File: src/hw/psia_defs.svh
`ifndef PSIA_DEFS_SVH
`define PSIA_DEFS_SVH

// ============================================================
// Register offsets on the management port
`define PSIA_OFS_LINK_STS  5'h0a
`define PSIA_OFS_IND_CTRL  5'h0d
`define PSIA_OFS_IND_DATA  5'h0e
`define PSIA_OFS_ABILITY   5'h0f

// ============================================================
// Field positions
`define PSIA_STS_FAULT_BIT   15
`define PSIA_STS_MASTER_BIT  14
`define PSIA_STS_LOC_RX_BIT  13
`define PSIA_STS_REM_RX_BIT  12
`define PSIA_STS_LP_FD_BIT   11
`define PSIA_STS_LP_HD_BIT   10
`define PSIA_STS_RSVD_MSB    9
`define PSIA_STS_RSVD_LSB    8
`define PSIA_STS_CNT_MSB     7
`define PSIA_STS_CNT_LSB     0
`define PSIA_CTRL_FN_MSB     15
`define PSIA_CTRL_FN_LSB     14
`define PSIA_CTRL_RSVD_MSB   13
`define PSIA_CTRL_RSVD_LSB   5
`define PSIA_CTRL_DEV_MSB    4
`define PSIA_CTRL_DEV_LSB    0
`define PSIA_ABIL_RSVD_MSB   11
`define PSIA_ABIL_RSVD_LSB   0

// ============================================================
// Values and reset values
`define PSIA_TARGET_DEVICE_SELECT_OWN       5'h1f
`define PSIA_ABILITY_VAL     16'h3000
`define PSIA_PTR_RST         16'h0000
`define PSIA_DEV_RST         5'h00
`define PSIA_CNT_RST         8'h00
`define PSIA_CNT_MAX         8'hff
`define PSIA_WORD_ZERO       16'h0000

`endif

File: src/hw/psia_pkg.sv
package psia_pkg;

  // Function field of the indirect access control register
  typedef enum logic [1:0] {
    PSIA_FN_ADDR   = 2'b00,
    PSIA_FN_DATA   = 2'b01,
    PSIA_FN_INC_RW = 2'b10,
    PSIA_FN_INC_WR = 2'b11
  } psia_func_t;

  typedef logic [15:0] psia_word_t;

endpackage

File: src/hw/psia_ext_if.sv
`timescale 1ns/1ps

// ============================================================
// Link between the register slice and the extended register store
interface psia_ext_if #(
  parameter int AW = 8
) (
  input wire logic ref_clk
);
  logic          wr_en;
  logic          rd_en;
  logic [AW-1:0] addr;
  logic [15:0]   wdata;
  logic [15:0]   rdata;

  modport ctrl (output wr_en, output rd_en, output addr, output wdata,
                input rdata);
  modport mem  (input wr_en, input rd_en, input addr, input wdata,
                output rdata);
endinterface

File: src/hw/psia_regs.sv
`timescale 1ns/1ps
`include "psia_defs.svh"

// Overview of operation
// - A manual master/slave fault latches status bit 15 until it is read.
// - Status bit 14 shows the master/slave outcome, one for master.
// - Status bits 13 and 12 show local and remote receiver health.
// - Status bits 11 and 10 show partner gigabit full and half duplex.
// - Reserved fields ignore writes and read back as zero.
// - Status bits 7:0 count idle errors, cleared by a read and by reset.
// - Extended registers are reached only through offsets 0xd and 0xe.
// - Function 00 makes a data-port write load the extended pointer.
// - Function 01 accesses the pointed register and keeps the pointer.
// - Function 10 advances the pointer after every read or write.
// - Function 11 advances the pointer after writes only.
// - Port accesses count only when the device select is all ones.
// - The port is the pointer in function 00, else the data window.
// - The ability register reads a fixed 16'h3000.
module psia_regs #(
  parameter int EXT_AW = 8
) (
  input  wire logic               ref_clk,
  input  wire logic               resetn,
  input  wire logic [4:0]         mgmt_addr,
  input  wire logic               mgmt_wr,
  input  wire logic               mgmt_rd,
  input  wire psia_pkg::psia_word_t mgmt_wdata,
  output psia_pkg::psia_word_t    mgmt_rdata,
  output logic                    mgmt_rvalid,
  input  wire logic               ms_fault_evt,
  input  wire logic               ms_resolved_master,
  input  wire logic               local_rx_ok,
  input  wire logic               remote_rx_ok,
  input  wire logic               lp_1000_fd,
  input  wire logic               lp_1000_hd,
  input  wire logic               idle_err_evt
);
  import psia_pkg::*;

  // ============================================================
  // State
  logic        fault_latch;
  logic [7:0]  idle_cnt;
  psia_func_t  ind_func;
  logic [4:0]  ind_dev;
  psia_word_t  ind_ptr;
  logic        rd_pend;
  logic        rd_use_mem;
  psia_word_t  rd_direct;
  logic [4:0]  rd_addr;
  logic [4:0]  rsp_addr;

  logic        next_fault;
  logic [7:0]  next_cnt;
  psia_word_t  next_ptr;

  // ============================================================
  // Extended register store
  psia_ext_if #(.AW(EXT_AW)) ext (.ref_clk(ref_clk));

  psia_ext_mem #(
    .AW (EXT_AW)
  ) u_mem (
    .ref_clk (ref_clk),
    .resetn  (resetn),
    .bus     (ext)
  );

  // ============================================================
  // Address decode
  wire sel_sts  = (mgmt_addr == `PSIA_OFS_LINK_STS);
  wire sel_ctrl = (mgmt_addr == `PSIA_OFS_IND_CTRL);
  wire sel_data = (mgmt_addr == `PSIA_OFS_IND_DATA);
  wire sel_abil = (mgmt_addr == `PSIA_OFS_ABILITY);

  wire dev_ok    = (ind_dev == `PSIA_TARGET_DEVICE_SELECT_OWN);
  wire port_wr   = mgmt_wr && sel_data && dev_ok;
  wire port_rd   = mgmt_rd && sel_data && dev_ok;

  wire addr_mode = (ind_func == PSIA_FN_ADDR);
  wire ptr_load  = port_wr && addr_mode;
  wire data_wr   = port_wr && !addr_mode;
  wire data_rd   = port_rd && !addr_mode;

  wire inc_on_wr = (ind_func == PSIA_FN_INC_RW) ||
                   (ind_func == PSIA_FN_INC_WR);
  wire inc_on_rd = (ind_func == PSIA_FN_INC_RW);
  wire ptr_inc   = (data_wr && inc_on_wr) || (data_rd && inc_on_rd);

  wire ctrl_wr   = mgmt_wr && sel_ctrl;
  wire sts_rd    = mgmt_rd && sel_sts;
  wire cnt_sat   = (idle_cnt == `PSIA_CNT_MAX);

  // ============================================================
  // Read values of the direct registers
  // Resolution bit, receiver health, partner
  wire [15:0] sts_word  = {fault_latch, ms_resolved_master, local_rx_ok,
                           remote_rx_ok, lp_1000_fd, lp_1000_hd,
                           2'b00, idle_cnt};
  // Reserved control bits are tied to zero
  wire [15:0] ctrl_word = {ind_func, 9'h000, ind_dev};
  // Port reads in pointer mode show the pointer; gated reads give zero
  wire [15:0] port_word = (dev_ok && addr_mode) ? ind_ptr
                                                 : `PSIA_WORD_ZERO;
  wire [15:0] abil_word = `PSIA_ABILITY_VAL;

  // Unmapped offsets read as zero
  wire [15:0] direct_val = sel_sts  ? sts_word  :
                           sel_ctrl ? ctrl_word :
                           sel_data ? port_word :
                           sel_abil ? abil_word : `PSIA_WORD_ZERO;

  // ============================================================
  // Store connection, the pointer addresses the window directly
  // Only the port reaches the extended set
  assign ext.wr_en = data_wr;
  assign ext.rd_en = data_rd;
  assign ext.addr  = ind_ptr[EXT_AW-1:0];
  assign ext.wdata = mgmt_wdata;

  // ============================================================
  // Next state of the latched fault and the idle counter
  // Latch on fault, clear on read; a new fault wins
  assign next_fault = ms_fault_evt || (fault_latch && !sts_rd);

  // Read clears the count, the same-cycle error still counts
  // Hold at the top value instead of wrapping
  assign next_cnt = sts_rd                      ? {7'h00, idle_err_evt} :
                    (idle_err_evt && !cnt_sat)  ? idle_cnt + 8'h01      :
                                                  idle_cnt;

  // Pointer load, hold when no increment applies
  assign next_ptr = ptr_load ? mgmt_wdata        :
                    ptr_inc  ? ind_ptr + 16'h0001 :
                               ind_ptr;

  // ============================================================
  // Status flops
  always_ff @(posedge ref_clk) begin
    if (!resetn) begin
      fault_latch <= 1'b0;
      idle_cnt    <= `PSIA_CNT_RST;
    end else begin
      fault_latch <= next_fault;
      idle_cnt    <= next_cnt;
    end
  end

  // Control register; reserved write bits are dropped
  // Reserved bits ignored
  always_ff @(posedge ref_clk) begin
    if (!resetn) begin
      ind_func <= PSIA_FN_ADDR;
      ind_dev  <= `PSIA_DEV_RST;
    end else if (ctrl_wr) begin
      ind_func <= psia_func_t'(mgmt_wdata[`PSIA_CTRL_FN_MSB:
                                          `PSIA_CTRL_FN_LSB]);
      ind_dev  <= mgmt_wdata[`PSIA_CTRL_DEV_MSB:`PSIA_CTRL_DEV_LSB];
    end
  end

  // Extended pointer; advances only after the store used the old value
  always_ff @(posedge ref_clk) begin
    if (!resetn) begin
      ind_ptr <= `PSIA_PTR_RST;
    end else begin
      ind_ptr <= next_ptr;
    end
  end

  // ============================================================
  // Read pipeline: capture at the request edge, answer one edge later.
  // Capturing the status word at the request keeps the value that the
  // clear-on-read is about to wipe.
  always_ff @(posedge ref_clk) begin
    if (!resetn) begin
      rd_pend    <= 1'b0;
      rd_use_mem <= 1'b0;
      rd_direct  <= `PSIA_WORD_ZERO;
    end else begin
      rd_pend    <= mgmt_rd;
      rd_use_mem <= data_rd;
      rd_direct  <= direct_val;
    end
  end

  // Output flops
  always_ff @(posedge ref_clk) begin
    if (!resetn) begin
      mgmt_rvalid <= 1'b0;
      mgmt_rdata  <= `PSIA_WORD_ZERO;
    end else begin
      mgmt_rvalid <= rd_pend;
      mgmt_rdata  <= rd_use_mem ? ext.rdata : rd_direct;
    end
  end

  // Offset of each answer, two edges behind its request, for the checks
  always_ff @(posedge ref_clk) begin
    if (!resetn) begin
      rd_addr  <= 5'h00;
      rsp_addr <= 5'h00;
    end else begin
      rd_addr  <= mgmt_addr;
      rsp_addr <= rd_addr;
    end
  end

  wire rsp_sts  = mgmt_rvalid && (rsp_addr == `PSIA_OFS_LINK_STS);
  wire rsp_ctrl = mgmt_rvalid && (rsp_addr == `PSIA_OFS_IND_CTRL);
  wire rsp_abil = mgmt_rvalid && (rsp_addr == `PSIA_OFS_ABILITY);
  wire rsp_other = mgmt_rvalid && !rsp_sts && !rsp_ctrl && !rsp_abil &&
                   (rsp_addr != `PSIA_OFS_IND_DATA);
endmodule

File: src/hw/psia_ext_mem.sv
`timescale 1ns/1ps
`include "psia_defs.svh"

// ============================================================
// Extended register store, one-cycle registered read
module psia_ext_mem #(
  parameter int AW = 8
) (
  input wire logic ref_clk,
  input wire logic resetn,
  psia_ext_if.mem  bus
);
  import psia_pkg::*;

  psia_word_t store [0:(1<<AW)-1];
  psia_word_t rdata_q;

  // Storage has no reset; contents are undefined until written
  always_ff @(posedge ref_clk) begin
    if (bus.wr_en) begin
      store[bus.addr] <= bus.wdata;
    end
  end

  // Read data comes straight from a flip-flop
  always_ff @(posedge ref_clk) begin
    if (!resetn) begin
      rdata_q <= `PSIA_WORD_ZERO;
    end else if (bus.rd_en) begin
      rdata_q <= store[bus.addr];
    end
  end

  assign bus.rdata = rdata_q;

endmodule

File: config.mk
export PLATFORM = sky130hd
export DESIGN_NAME = psia_regs
export DESIGN_NICKNAME = d
export VERILOG_FILES = /design/src/hw/psia_pkg.sv /design/src/hw/psia_ext_if.sv /design/src/hw/psia_regs.sv /design/src/hw/psia_ext_mem.sv
export VERILOG_INCLUDE_DIRS = /design/src /design/src/hw
export SDC_FILE = /design/constraint.sdc
export NUM_CORES = 2
export LEC_CHECK = 0
export BUFFER_PORTS_ARGS = -buffer_cell sky130_fd_sc_hd__buf_4
export CAP_MARGIN = 10
export CELL_PAD_IN_SITES_DETAIL_PLACEMENT = 1
export CELL_PAD_IN_SITES_GLOBAL_PLACEMENT = 1
export CORE_UTILIZATION = 42
export DETAILED_ROUTE_END_ITERATION = 8
export PLACE_DENSITY_LB_ADDON = 0.1
export RECOVER_POWER = 100
export SYNTH_ARGS = -nofsm -noshare
export SYNTH_HDL_FRONTEND = slang
export SYNTH_HIERARCHICAL = 1
export SYNTH_SLANG_ARGS = --single-unit
File: constraint.sdc
create_clock -name ref_clk -period 5.14 [get_ports ref_clk]
set_clock_uncertainty 0.15 [all_clocks]
set_input_delay 1.542 -clock ref_clk [delete_from_list [all_inputs] [get_ports ref_clk]]
set_output_delay 1.542 -clock ref_clk [all_outputs]
set_load 0.02 [all_outputs]
# Word-level counts from Yosys, hierarchy flattened
# Memories as Yosys holds them, arrays and structs flattened. A register that Yosys moved wholly into a read port is not among the register bits.
# Cells that the tools add are included.
op_classes:
  n_eq_ne: 8
  muxes: 12
  bitwise_logic: 1
  n_reduce_logical: 26
  addsub: 2
op_table:
  columns: ["op", "n"]
  rows:
  - ["2-to-1 mux 16 bit", 7]
  - ["== test 5 x 4 -> 1 bit, second input constant", 4]
  - ["adder 16 x 1 -> 16 bit, second input constant", 1]
  - ["logical AND 1 bit", 14]
  - ["2-to-1 mux 14 bit", 1]
  - ["adder 8 x 1 -> 8 bit, second input constant", 1]
  - ["== test 8 bit, second input constant", 1]
  - ["== test 5 bit, second input constant", 1]
  - ["== test 2 bit, second input constant", 2]
  - ["zero test 1 bit", 4]
  - ["2-to-1 mux 1 bit", 4]
  - ["nonzero test 2 bit", 2]
  - ["logical OR 1 bit", 3]
  - ["OR reduction 3 bit", 1]
  - ["zero test 2 bit", 1]
  - ["OR reduction 2 bit", 1]
  - ["NOT 1 bit", 1]
word_totals:
  reg_bits: 67
  mem_bits_rw: 4096
  memories: 1
  input_bits: 32
  elab_cells: 62
  output_inout_bits: 17
mem_list:
  columns: ["memory", "depth", "word_bits", "read_ports", "rd_ports_with_merged_regs", "write_ports", "line_no", "text"]
  rows:
  - ["u_mem.store", 256, 16, 1, 1, 1, "psia_ext_mem.sv:15", "psia_word_t store [0:(1<<AW)-1];"]

# Depth between registers and ports, before layout
logic_depth:
  word_depth: 8
  mapped_depth: 14
  ltp_nobuf: 11

# Cells and area by module
# Netlist, hierarchy kept.
by_module_without_submodules:
  columns: ["mod", "n_inst", "seq_area_each_um2", "area_per_inst_um2", "cells_per_inst"]
  rows:
  - ["psia_ext_mem", 1, 123318.3, 158178.0, 7114]
  - ["psia_regs", 1, 1341.3, 3006.6, 338]

# Least setup slack after synthesis
# Ideal clock, no wire load.
synth_path:
  kind: "input to register"
  start: "input mgmt_addr[4]"
  end: "memory u_mem/store[198][0] in the netlist's numbering (enable)"
  cell_stages: 8
  required_time_ps: 4581
  slack_ps: 135
  t_arrival_ps: 4446
  cell_sequence: "nand4b_4 -> or4b_4 -> nor2_1 -> and2_1 -> clkbuf_1 -> nand3_1 -> clkbuf_1 -> nor3_1"
synth_via:
  elab_chain_len: 6
synth_rtl:
  columns: ["element", "line_no", "text"]
  rows:
  - ["from (decl)", "psia_regs.sv:24", "input wire logic [4:0] mgmt_addr,"]
  - ["== test 5 x 4 -> 1 bit (no line)", null, null]
  - ["logical AND 1 bit (2 in series)", "psia_regs.sv:77", "wire port_wr = mgmt_wr && sel_data && dev_ok;"]
  - ["logical AND 1 bit", "psia_regs.sv:82", "wire data_wr = port_wr && !addr_mode;"]
  - ["net data_wr", "psia_regs.sv:82", null]
  - ["2-to-1 mux 1 bit", "psia_ext_mem.sv:20", "if (bus.wr_en) begin"]
  - ["2-to-1 mux 1 bit (implied by the code)", "psia_ext_mem.sv:21", "store[bus.addr] <= bus.wdata;"]
  - ["to (decl)", "psia_ext_mem.sv:15", null]
# The timed path passes the listed nets, and every way through them passes these cells.

# Worst setup path after layout
layout_path:
  start: "register ind_ptr[0]"
  end: "memory u_mem/store[14][3] in the netlist's numbering (enable)"
layout_lines:
  columns: ["element", "line_no", "text"]
  rows:
  - ["from (decl)", "psia_regs.sv:46", "psia_word_t ind_ptr;"]
  - ["from (signal assigned)", "psia_regs.sv:165", "ind_ptr <= `PSIA_PTR_RST;"]
  - ["from (signal assigned)", "psia_regs.sv:167", "ind_ptr <= next_ptr;"]
# Straight into the memory's write port.

==> qor.json <==
{
  "design_power_total": {"value": 0.07079, "unit": "W"},
  "met2_wirelength": {"value": 239200, "unit": "um"},
  "ys_ff_latch": {"value": 4179},
  "cp_cell_sequence": {"value": "buf_12 -> buf_12 -> buf_12 -> nor2_1 -> nand3_1 -> clkbuf_1 -> nor2_1 -> clkbuf_2"},
  "syn_inst": {"value": 7452},
  "grt_max_degree": {"value": 109},
  "clk-insertion-delay-late": {"value": 1.00, "unit": "ns"},
  "grt_overflow_total": {"value": 0},
  "pin_count": {"value": 49},
  "setup-violations-final": {"value": 0},
  "first_global_vias": {"value": 83990},
  "synth_top_family_by_area": {"value": "multiplexers"},
  "start_util": {"value": 0.4219},
  "run_status": {"value": "finished, violations left"},
  "wire_length_per_cell_after_detailed_routing": {"value": 37.22, "unit": "um"},
  "fmax": {"value": 201.0, "unit": "MHz"},
  "drv_slew": {"value": 2231},
  "max_slew.worst_pin.slew": {"value": 3.959, "unit": "ns"},
  "syn2layout_area_growth": {"value": 14.73, "unit": "%"},
  "route.met3.wl": {"value": 35670, "unit": "um"},
  "synth_sequential_area_ratio": {"value": 0.7734},
  "grt_setup_unrepaired": {"value": "no"},
  "min_path_type": {"value": "reg2reg"},
  "critPathLaunchType": {"value": "flip-flop"},
  "synth_compound_area_frac": {"value": 0.02367},
  "postCtsSetupRepairBufs": {"value": 0},
  "cts_num_sinks": {"value": 4179},
  "gp_congestion": {"value": 0.8911},
  "finish.cell_count_without_fillers": {"value": 13570},
  "cp_data_arrival_time": {"value": 5.44, "unit": "ns"},
  "failed_checks": {"value": "max-capacitance violations, max-slew violations"},
  "critical_path.endpoint_type": {"value": "flip-flop"},
  "clock_tree_from_tritoncts": {"value": "yes"},
  "fp-row-count": {"value": 227},
  "drc_errors": {"value": 0},
  "route.vias.total": {"value": 82200},
  "dp.cells": {"value": 12730},
  "reg2reg_setup_slack": {"value": 0.16, "unit": "ns"},
  "total_track_usage": {"value": 0.2586},
  "via_per_inst": {"value": 6.058},
  "static-leakage-power": {"value": 56.81, "unit": "nW"},
  "yosysWarnings": {"value": 6},
  "crit_path_time_final": {"value": 4.976, "unit": "ns"},
  "synth_top_flop_cell": {"value": "sky130_fd_sc_hd__edfxtp_1"},
  "floorplan.die.width": {"value": 621.5, "unit": "um"},
  "post_route_cells_drive_above_1_share": {"value": 0.2646},
  "yosys.area_share.xor_xnor": {"value": 0.0003260},
  "synth_area_in_simple_gates": {"value": 0.02564},
  "fin_crit_sh": {"value": 0.9681},
  "final_net_count": {"value": 8164},
  "die_h": {"value": 621.5, "unit": "um"},
  "critPathSlowestCell": {"value": "sky130_fd_sc_hd__dfxtp_4"},
  "cts.reportedPaths.clkPinSlew": {"value": 0.06, "unit": "ns"},
  "routedLengthMet1": {"value": 213500, "unit": "um"},
  "placeableCoreArea": {"value": 0.3820, "unit": "mm2"},
  "postRouteAntennaNets": {"value": 0},
  "top_signal_layer_used": {"value": "met5"},
  "drv_cap": {"value": 42},
  "timing.critical_path.buf_inv": {"value": 5},
  "vdd_drop_max": {"value": 0.3150, "unit": "mV"},
  "die_area": {"value": 0.3863, "unit": "mm2"},
  "ctsHtreeMaxLevel": {"value": 5},
  "grt_pass1_wl": {"value": 696300, "unit": "um"},
  "synth.cell_area": {"value": 0.1612, "unit": "mm2"},
  "top_delay_family_on_crit_path": {"value": "buffers and inverters"},
  "hold_viol_final": {"value": 0},
  "post_cts.resized_instances": {"value": 0},
  "yosys-mux-area-fraction": {"value": 0.1610},
  "ys_async_sr_fraction": {"value": 0},
  "sum_of_negative_setup_slack": {"value": 0, "unit": "ns"},
  "pwr_density_cell": {"value": 382.8, "unit": "mW/mm2"},
  "synth.distinct_cells": {"value": 84},
  "detail_route.wirelength": {"value": 505000, "unit": "um"},
  "synth_area_per_cell": {"value": 21.63, "unit": "um2"},
  "io_port_bufs": {"value": 48},
  "number_of_clock_buffers_inserted_by_tritoncts": {"value": 438},
  "final_core_utilization": {"value": 0.4841},
  "synth_edf_count": {"value": 4096},
  "timing.slew.headroom": {"value": -1.639},
  "drt_pre_antenna_iters": {"value": 5},
  "max-clock-path-buffers": {"value": 4},
  "cts_hold_buffers": {"value": 0},
  "root_buffer": {"value": "sky130_fd_sc_hd__clkbuf_16"},
  "timing_worst_setup_path_type": {"value": "reg2reg"},
  "violation_count_after_the_first_detailed_route_iteration": {"value": 9205},
  "cp_common_cell": {"value": "sky130_fd_sc_hd__buf_12"},
  "hpwlAfterDp": {"value": 321400, "unit": "um"},
  "antenna_found_initial": {"value": 44},
  "cp_slowest_stage_delay": {"value": 1.22, "unit": "ns"},
  "critPathRequiredTime": {"value": 5.61, "unit": "ns"},
  "crit_fanout": {"value": 33},
  "synth_nets": {"value": 7486},
  "adder_and_majority_gate_portion_of_the_synthesized_area": {"value": 0.0001553}
}
## worst register-to-register path: stages, from the launching register on
cell and delay, ns:
sky130_fd_sc_hd__dfxtp_4 1.22, sky130_fd_sc_hd__buf_12 0.42, sky130_fd_sc_hd__buf_12 0.35, sky130_fd_sc_hd__buf_12 0.35, sky130_fd_sc_hd__nor2_1 0.21, sky130_fd_sc_hd__nand3_1 0.20
sky130_fd_sc_hd__clkbuf_1 1.12, sky130_fd_sc_hd__nor2_1 0.14, sky130_fd_sc_hd__clkbuf_2 0.42
## state kept, by name, indices dropped and copies added, names as in the netlist
register / flops
mgmt_rvalid: 1
idle_cnt: 8
ind_dev: 5
rd_direct: 16
fault_latch: 1
mgmt_rdata: 16
ind_ptr: 16
u_mem/store: 4096
ind_func: 2
rd_pend: 1
u_mem/bus.rdata: 16
rd_use_mem: 1
## final timing paths
path / cells past startpoint / endpoint / startpoint
worst max-delay path: 8 / u_mem/store[14][3] / ind_ptr[0]
worst min-delay path: 1 / mgmt_rvalid / rd_pend
worst max register to register: 8 / u_mem/store[14][3] / ind_ptr[0]
worst min register to register: 1 / mgmt_rvalid / rd_pend
## area by class of cell
type / count / area [um2]
inverter: 12 / 60.06
clock inverter: 296 / 3234
clock buffer: 522 / 11460
sequential: 4179 / 124700
timing repair buffer: 682 / 4972
fill: 34030 / 197100
antenna: 24 / 60.06
multi-input combinational: 2817 / 34150
tap: 5038 / 6304
## synth_stat cells (all sizes together) (4+ instances only)
library cell  count  share of area
mux2i           337          0.021
a31oi            15        0.00058
clkbuf          137         0.0032
a222oi            7        0.00043
a32oi            54         0.0029
inv              10        0.00023
o21ai            89         0.0028
a311oi            5        0.00027
a41o              4        0.00025
o2111ai          15        0.00082
nor4             11        0.00052
or3              23        0.00089
and2             21        0.00082
dfxtp            83          0.010
a21oi            68         0.0021
mux2             11        0.00077
a22oi            59         0.0027
o211ai           11        0.00051
a211oi           29         0.0014
edfxtp         4096           0.76
a221oi           10        0.00054
nand4            27         0.0011
or2               7        0.00027
o32ai             6        0.00033
o221ai            7        0.00038
nand2b           11        0.00043
mux4            997           0.14
nor2            319         0.0074
xor2              5        0.00027
a22o             10        0.00054
nand3            84         0.0026
o41ai             4        0.00022
o22ai           118         0.0046
o311ai            4        0.00022
a2111oi           4        0.00022
a41oi            13        0.00071
buf             307          0.012
and3             18        0.00070
nand2           265         0.0062
nor2b            18        0.00070
nor3             82         0.0026
## cells in the final DEF (no fill, tap or decap), types with 84 or more instances in the layout
master and n:
sky130_fd_sc_hd__clkbuf_16 445, sky130_fd_sc_hd__mux4_2 997, sky130_fd_sc_hd__o21ai_0 88, sky130_fd_sc_hd__edfxtp_1 4096, sky130_fd_sc_hd__o22ai_1 118, sky130_fd_sc_hd__clkbuf_2 181
sky130_fd_sc_hd__nor2_1 285, sky130_fd_sc_hd__clkbuf_1 219, sky130_fd_sc_hd__buf_4 284, sky130_fd_sc_hd__nand3_1 84, sky130_fd_sc_hd__mux2i_1 337, sky130_fd_sc_hd__nand2_1 260
sky130_fd_sc_hd__clkinv_1 118
## through the flow
stage | setup WS (ns) | cell area [um2] | hold WS (ns)
6_report | 0.1640 | 184900 | 0.2969
5_1_grt | 0.2114 | 184900 | 0.3148
4_1_cts | 0.5232 | 186600 | 0.3040
3_5_place_dp | 0.1062 | 171900 | 0.2903
3_3_place_gp | 0.1555 | 171900 | 0.2912
2_1_floorplan | 0.1352 | 161200 | 0.2619
## logic make-up after synthesis
family / Yosys count
simple gates: 911
xor+xnor: 6
mux: 1345
compound gates: 553
fa+ha+maj: 2
flops: 4179
buf+inv: 456
## where the power goes
| part | leakage, nW | internal [W] | switching, W |
|---|---|---|---|
| combinational | 12.2 | 0.0000611 | 0.000732 |
| sequential | 37.5 | 0.0374 | 0.00000376 |
| clock | 7.17 | 0.0191 | 0.0134 |
| total | 56.8 | 0.0566 | 0.0142 |
## metal layers
layer | global-route usage | vias to the layer above
met5 | 0 | -
met1 | 0.3699 | 45500
met3 | 0.03973 | 668
met2 | 0.4124 | 3214
met4 | 0.07813 | 10
li1 | - | 32820
No activity file was read; power rests on OpenSTA's default activity.
